**src/logic/uii_defines.vh**
```
// Constants for the interrupt identification block.
// Assumes inclusion by bare name from files under logic/.
`ifndef UII_DEFINES_VH
`define UII_DEFINES_VH

// Register addresses (port 0 and port 1)
`define UII_ADDR_PORT0     8'hC2
`define UII_ADDR_PORT1     8'hD2
`define UII_ADDR_W         8

// Field positions
`define UII_FIFO_IND_HI    7
`define UII_FIFO_IND_LO    6
`define UII_CODE_HI        3
`define UII_CODE_LO        1
`define UII_NOPEND_BIT     0

// Reset value
`define UII_RESET_VAL      8'h01

// Field values
`define UII_FIFO_ON_IND    2'h3
`define UII_FIFO_OFF_IND   2'h0

// Status codes
`define UII_CODE_LINE      3'h3
`define UII_CODE_RXDATA    3'h2
`define UII_CODE_TIMEOUT   3'h6
`define UII_CODE_TXEMPTY   3'h1
`define UII_CODE_MODEM     3'h0

// Receive threshold select
`define UII_THR_1          2'h0
`define UII_THR_4          2'h1
`define UII_THR_8          2'h2
`define UII_THR_14         2'h3
`define UII_THR_1_BYTES    5'h01
`define UII_THR_4_BYTES    5'h04
`define UII_THR_8_BYTES    5'h08
`define UII_THR_14_BYTES   5'h0E

`endif

```
**src/logic/uii_prio_enc.v**
```verilog
// Priority encoder from gated interrupt sources to a status code.
// Assumes all source inputs already qualified by their enables.
`default_nettype none
`include "uii_defines.vh"

module uii_prio_enc (
  input  wire       src_line,
  input  wire       src_rxdata,
  input  wire       src_timeout,
  input  wire       src_txempty,
  input  wire       src_modem,
  output reg  [2:0] code,
  output reg        any_pending
);

  // ******************************
  // Priority selection
  // ******************************
  always @* begin
    any_pending = src_line | src_rxdata | src_timeout | src_txempty |
                  src_modem;
    // Lower codes only surface once every higher source has cleared
    if (src_line) begin
      code = `UII_CODE_LINE;             // RL6
    end else if (src_rxdata) begin
      code = `UII_CODE_RXDATA;           // RL6
    end else if (src_timeout) begin
      code = `UII_CODE_TIMEOUT;          // RL6
    end else if (src_txempty) begin
      code = `UII_CODE_TXEMPTY;          // RL7
    end else begin
      code = `UII_CODE_MODEM;            // RL7
    end
  end

endmodule
`default_nettype wire

```
**src/logic/uii_top.v**
```verilog
// Interrupt identification register for one serial port.
// Assumes sources and register strobes are synchronous to core_clk.
//
// What this block does
// RL1 - Read-only register sharing FIFO control address
// RL2 - Bits 7:6 show 11 when FIFOs on
// RL3 - Status code in bits 3:1 with bit 0
// RL4 - Only highest-priority enabled source is reported
// RL5 - Lower codes appear once higher ones clear
// RL6 - Line 011, data 010, time-out 110
// RL7 - Transmit empty 001, modem change 000
// RL8 - Bit 0 low when pending; reset 0x01
// RL9 - Line source on parity, framing, overrun, break
// RL10 - One receive enable governs data and time-out
// RL11 - Transmit source when transmit FIFO empty
// RL12 - With FIFOs, data ready at fill threshold
`default_nettype none
`include "uii_defines.vh"

module uii_top #(
  parameter [7:0] REG_ADDR = `UII_ADDR_PORT0,
  parameter       FILL_W   = 5
) (
  // Clock and reset
  input  wire              core_clk,
  input  wire              reset,
  // Register bus
  input  wire [7:0]        reg_addr,
  input  wire              reg_rd,
  input  wire              reg_wr,
  // FIFO state and receive fill
  input  wire              fifo_on,
  input  wire [1:0]        rx_fill_threshold,
  input  wire [FILL_W-1:0] rx_fill_count,
  // Event sources
  input  wire              rx_byte_ready,
  input  wire              rx_timeout,
  input  wire              parity_err,
  input  wire              framing_err,
  input  wire              overrun_err,
  input  wire              break_det,
  input  wire              tx_fifo_empty,
  input  wire              modem_change,
  // Interrupt enables
  input  wire              line_status_irq_enable,
  input  wire              rx_irq_enable,
  input  wire              tx_empty_irq_enable,
  input  wire              modem_change_irq_enable,
  // Register port answers and live state
  output reg  [7:0]        rd_data_ff,
  output reg               rd_valid_ff,
  output reg               fifo_ctl_wr_ff,
  output reg  [7:0]        interrupt_identification_reg_ff,
  output reg               irq_pending_ff
);

  // ******************************
  // Declarations
  // ******************************
  reg  [FILL_W-1:0] thr_bytes;
  wire              rx_level_hit;
  reg               src_line;
  reg               src_rxdata;
  reg               src_timeout;
  reg               src_txempty;
  reg               src_modem;
  wire [2:0]        code;
  wire              any_pending;
  wire              line_cause;
  wire              addr_hit;
  wire              rd_take;
  wire              wr_take;
  wire [1:0]        fifo_field;
  wire [2:0]        code_field;
  wire              no_pending;
  reg  [7:0]        nxt_ident;
  reg  [7:0]        nxt_rd_data;

  // ******************************
  // Receive fill threshold
  // ******************************
  // The select only matters with FIFOs on; without them the
  // holding buffer flag is used instead
  always @* begin
    thr_bytes = `UII_THR_1_BYTES;
    case (rx_fill_threshold)
      `UII_THR_1: begin
        thr_bytes = `UII_THR_1_BYTES;
      end
      `UII_THR_4: begin
        thr_bytes = `UII_THR_4_BYTES;
      end
      `UII_THR_8: begin
        thr_bytes = `UII_THR_8_BYTES;
      end
      `UII_THR_14: begin
        thr_bytes = `UII_THR_14_BYTES;
      end
      default: begin
        thr_bytes = `UII_THR_1_BYTES;
      end
    endcase
  end

  // ******************************
  // Source qualification
  // ******************************
  // Without FIFOs the one-byte holding buffer decides readiness
  assign rx_level_hit = fifo_on ? (rx_fill_count >= thr_bytes) // RL12
                                : rx_byte_ready;
  // Any one receive error raises the line status source
  assign line_cause = parity_err | framing_err | overrun_err |
                      break_det;                                 // RL9

  // An enable masks its source before priority, so a disabled
  // high-priority source never hides an enabled lower one
  always @* begin
    src_line    = 1'b0;
    src_rxdata  = 1'b0;
    src_timeout = 1'b0;
    src_txempty = 1'b0;
    src_modem   = 1'b0;
    if (line_status_irq_enable) begin
      src_line = line_cause;                                     // RL9
    end
    if (rx_irq_enable) begin
      src_rxdata  = rx_level_hit;                                // RL10
      src_timeout = rx_timeout;                                  // RL10
    end
    if (tx_empty_irq_enable) begin
      src_txempty = tx_fifo_empty;                               // RL11
    end
    if (modem_change_irq_enable) begin
      src_modem = modem_change;
    end
  end

  uii_prio_enc u_prio (
    .src_line    (src_line),
    .src_rxdata  (src_rxdata),
    .src_timeout (src_timeout),
    .src_txempty (src_txempty),
    .src_modem   (src_modem),
    .code        (code),
    .any_pending (any_pending)
  );                                                             // RL4 RL5

  // ******************************
  // Identification register
  // ******************************
  assign fifo_field = fifo_on ? `UII_FIFO_ON_IND
                              : `UII_FIFO_OFF_IND;               // RL2
  // Code forced to zero when idle so bit 0 alone tells the story
  assign code_field = any_pending ? code : 3'h0;                 // RL3
  assign no_pending = ~any_pending;                              // RL8

  always @* begin
    nxt_ident = 8'h00;                                           // RL8
    nxt_ident[`UII_FIFO_IND_HI:`UII_FIFO_IND_LO] = fifo_field;   // RL2
    nxt_ident[`UII_CODE_HI:`UII_CODE_LO]         = code_field;   // RL3
    nxt_ident[`UII_NOPEND_BIT]                   = no_pending;   // RL8
  end

  // Live value lags the sources by one edge
  always @(posedge core_clk) begin
    if (reset) begin
      interrupt_identification_reg_ff <= `UII_RESET_VAL;         // RL8
    end else begin
      interrupt_identification_reg_ff <= nxt_ident;
    end
  end

  always @(posedge core_clk) begin
    if (reset) begin
      irq_pending_ff <= 1'b0;
    end else begin
      irq_pending_ff <= any_pending;
    end
  end

  // ******************************
  // Register port decode
  // ******************************
  assign addr_hit = (reg_addr == REG_ADDR);
  assign rd_take  = reg_rd & addr_hit;                           // RL1
  // Writes at this address belong to FIFO control, never here
  assign wr_take  = reg_wr & addr_hit;                           // RL1

  // Read data is the register as it stood at the read edge, and
  // zero otherwise so that several ports can share one read bus
  always @* begin
    nxt_rd_data = 8'h00;
    if (rd_take) begin
      nxt_rd_data = interrupt_identification_reg_ff;             // RL1
    end
  end

  // ******************************
  // Register port outputs
  // ******************************
  always @(posedge core_clk) begin
    if (reset) begin
      rd_data_ff <= 8'h00;
    end else begin
      rd_data_ff <= nxt_rd_data;
    end
  end

  always @(posedge core_clk) begin
    if (reset) begin
      rd_valid_ff <= 1'b0;
    end else begin
      rd_valid_ff <= rd_take;
    end
  end

  always @(posedge core_clk) begin
    if (reset) begin
      fifo_ctl_wr_ff <= 1'b0;
    end else begin
      fifo_ctl_wr_ff <= wr_take;                                 // RL1
    end
  end

endmodule
`default_nettype wire

```
**config.mk**
```make
export PLATFORM = sky130hd
export DESIGN_NAME = uii_top
export DESIGN_NICKNAME = d
export VERILOG_FILES = /design/src/logic/uii_prio_enc.v /design/src/logic/uii_top.v
export VERILOG_INCLUDE_DIRS = /design/src /design/src/logic
export SDC_FILE = /design/constraint.sdc
export NUM_CORES = 1
export LEC_CHECK = 0
export ABC_AREA = 1
export BUFFER_PORTS_ARGS = -buffer_cell sky130_fd_sc_hd__clkbuf_2
export CORE_UTILIZATION = 37
export CTS_CLUSTER_SIZE = 40
export DETAILED_ROUTE_END_ITERATION = 10
export GPL_TIMING_DRIVEN = 0
export MAX_ROUTING_LAYER = met4
export PLACE_DENSITY = 0.81
export SKIP_LAST_GASP = 1
export SLEW_MARGIN = 5
export SYNTH_ARGS = -nofsm -noshare
export SYNTH_HDL_FRONTEND = slang
export SYNTH_SLANG_ARGS = --single-unit
```
**constraint.sdc**
```tcl
create_clock -name core_clk -period 1.4 [get_ports core_clk]
set_input_delay 0.28 -clock core_clk [delete_from_list [all_inputs] [get_ports core_clk]]
set_output_delay 0.28 -clock core_clk [all_outputs]
set_load 0.02 [all_outputs]
```
==> flow_summary.toml <==
[route]
via_count = 652
antenna_left = 0
totalWireLength_microns = 1230
wl_met3_microns = 114
wirelength_met1_microns = 454
drtIter0Drc = 11
wl_met2_microns = 644
dr.pass1.iters = 6
viasPerCell = 4.23
highest_layer = "met4"
post-route-drc-count = 5
wl_per_cell_microns = 8.00

[synthesis]
postSynthAreaPerCell_sq_um = 7.61
ys_ff_latch = 13
yosys.area.top_type = "dfxtp_1"
netlist_area_sq_um = 647
ys_seq_area_share_pct = 40.2
synth_area_leaders = "dfxtp_1 (40%), inv_1 (10%), nor2_1 (8.7%), nand2_1 (8.1%), ha_1 (7.7%)"
synth_cell_types = 16
yosysTopAreaCellShare_pct = 40.2
syn_inst = 85
yosysWarningCount = 0

[critical_path]
critPathRequiredTime_ns = 1.12
critical_path_class = "register to primary output"
end_kind = "primary output"
crit_arrival_ns = 0.88
start_kind = "register"
crit_path_max_fanout = 3

[global_routing]
grt_pass1_vias = 569
antenna_found_initial = 0
grtUsageTotal_pct = 15.8
gr-total-overflow = 0
grt_pass1_wl_microns = 2140
grt_start_max_net_pins = 8

[finish]
drive_gt1_share_pct = 43.5
n_antenna_cell = 0
fin_nets = 175
area_growth_pct = 44.5

[clocking]
post-cts-setup-buffers = 0
ctsResizeCount = 0
cts.path.max_buffers = 2
clk_pin_slew_ns = 0.07
cts-buffers-inserted = 3
clock_sinks = 13
hold_buffers = 0
clock_latency_ns = 0.27
cts-root-buf = "clkbuf_4"
cts_tree = "yes"
h-tree-depth = 1

[timing]
rsz0062_at_grt = "no"
finClkSkew_ns = 0.000330
period_share_pct = 83.0
max_freq_mhz = 861
finalSetupTns_ns = 0
min_period_ns = 1.16
setup_viol = 0
holdWs_ns = 0.215
final_max_slew_viol_count = 0
hold_violations = 0
setup_slack_ns = 0.238

[placed_design]
io_buffers = 46
gp_congestion = 0.656
place_ws_ns = -0.0467
hpwlAfterDp_microns = 1150

[floorplanning]
core_area_sq_um = 1580
dieHeight_microns = 43.8
core.rowCount = 14
ioPinCount = 51
die_area_sq_um = 1920
die_w_microns = 43.8
start_util_pct = 41.0

[power_and_ir_drop]
leakagePower_uw = 0.000575
vdd_drop_max_mv = 0.299
p_per_area_nw_per_um2 = 820

[status]
violations = "design-rule violations"
outcome = "finished with violations"

[run]
cap_violations = 0

[worst_hold_path]
hp-class = "primary input to register"
==> layout make-up <==
class	count	area [sq um]
repair buffers	46	230
flip-flops and latches	13	260
fillers	156	642
clock buffers	4	26.3
multi-input cells	51	285
plain buffers	6	45.0
well taps	16	20.0
inverters	18	67.6
==> cell families (layout without fill, tap and decap cells) <==
family | Yosys count | count (layout) | share of synthesized area [%]
AOI/OAI and AO/OA | 3 | 3 | 3.09
DFF | 13 | 13 | 40.2
adders and majority gates | 4 | 4 | 7.74
and+or+nand+nor | 40 | 40 | 30.9
buffers and inverters | 24 | 74 | 17.4
other | 1 | 4 | 0.580
==> report_power, final <==
part	leakage, uW	switching (uW)	internal, uW
registers	0.000106	4.98	381
clock network	0.0000150	106	110
logic	0.000454	88.5	75.5
total	0.000575	199	567
==> worst paths after layout <==
kind,start,endpoint,slack [ns],cells past startpoint
worst max-delay path,interrupt_identification_reg_ff[6],interrupt_identification_reg_ff[7],0.24,2
worst min-delay path,reset,interrupt_identification_reg_ff[6],0.22,2
worst max register to register,interrupt_identification_reg_ff[6],rd_data_ff[6],0.87,2
worst min register to register,interrupt_identification_reg_ff[3],rd_data_ff[3],0.43,2
==> state kept, by name (all words and copies together), names as in the netlist <==
| signal | flops |
|---|---|
| interrupt_identification_reg_ff | 5 |
| rd_data_ff | 5 |
| fifo_ctl_wr_ff | 1 |
| irq_pending_ff | 1 |
| rd_valid_ff | 1 |
==> per-layer routing <==
layer	vias up	GRT usage, %
met5	-	-
li1	352	-
met3	2	4.17
met2	38	28.1
met1	260	15.0
met4	0	9.38
==> layout by cell type (no fill, tap or decap) <==
cell / Yosys / layout
clkbuf_2: 0 / 46
inv_1: 18 / 18
nor2_1: 15 / 15
nand2_1: 14 / 14
dfxtp_1: 13 / 13
buf_4: 6 / 6
ha_1: 4 / 4
conb_1: 1 / 4
nand3_1: 3 / 3
clkbuf_4: 0 / 3
nor3_1: 2 / 2
nand4_2: 2 / 2
nand2_2: 2 / 2
nor4_4: 1 / 1
nand3b_1: 1 / 1
o21a_1: 1 / 1
a21oi_1: 1 / 1
a21boi_0: 1 / 1
clkbuf_1: 0 / 1
==> per-stage QoR <==
step / instances / total power (uW) / util [%] / cell area [sq um]
floorplan: 88 / 488 / - / 658
global placement: 150 / 554 / 57.6 / 908
detailed placement: 150 / 560 / 57.6 / 908
CTS: 154 / 776 / 59.3 / 935
global route: 154 / 817 / 59.3 / 935
finish: 154 / 766 / 59.3 / 935
==> critical path, cell delays in order (launching register included) <==
cell and delay (ns):
dfxtp_1 0.35, buf_4 0.11, clkbuf_2 0.16
==> synth_stat cells <==
cell type   n
nor4_4      1
dfxtp_1    13
nor3_1      2
inv_1      18
nand3b_1    1
nand2_1    14
conb_1      1
nor2_1     15
ha_1        4
nand3_1     3
buf_4       6
nand4_2     2
o21a_1      1
a21oi_1     1
a21boi_0    1
nand2_2     2
Power figures use the tool's default switching activity.
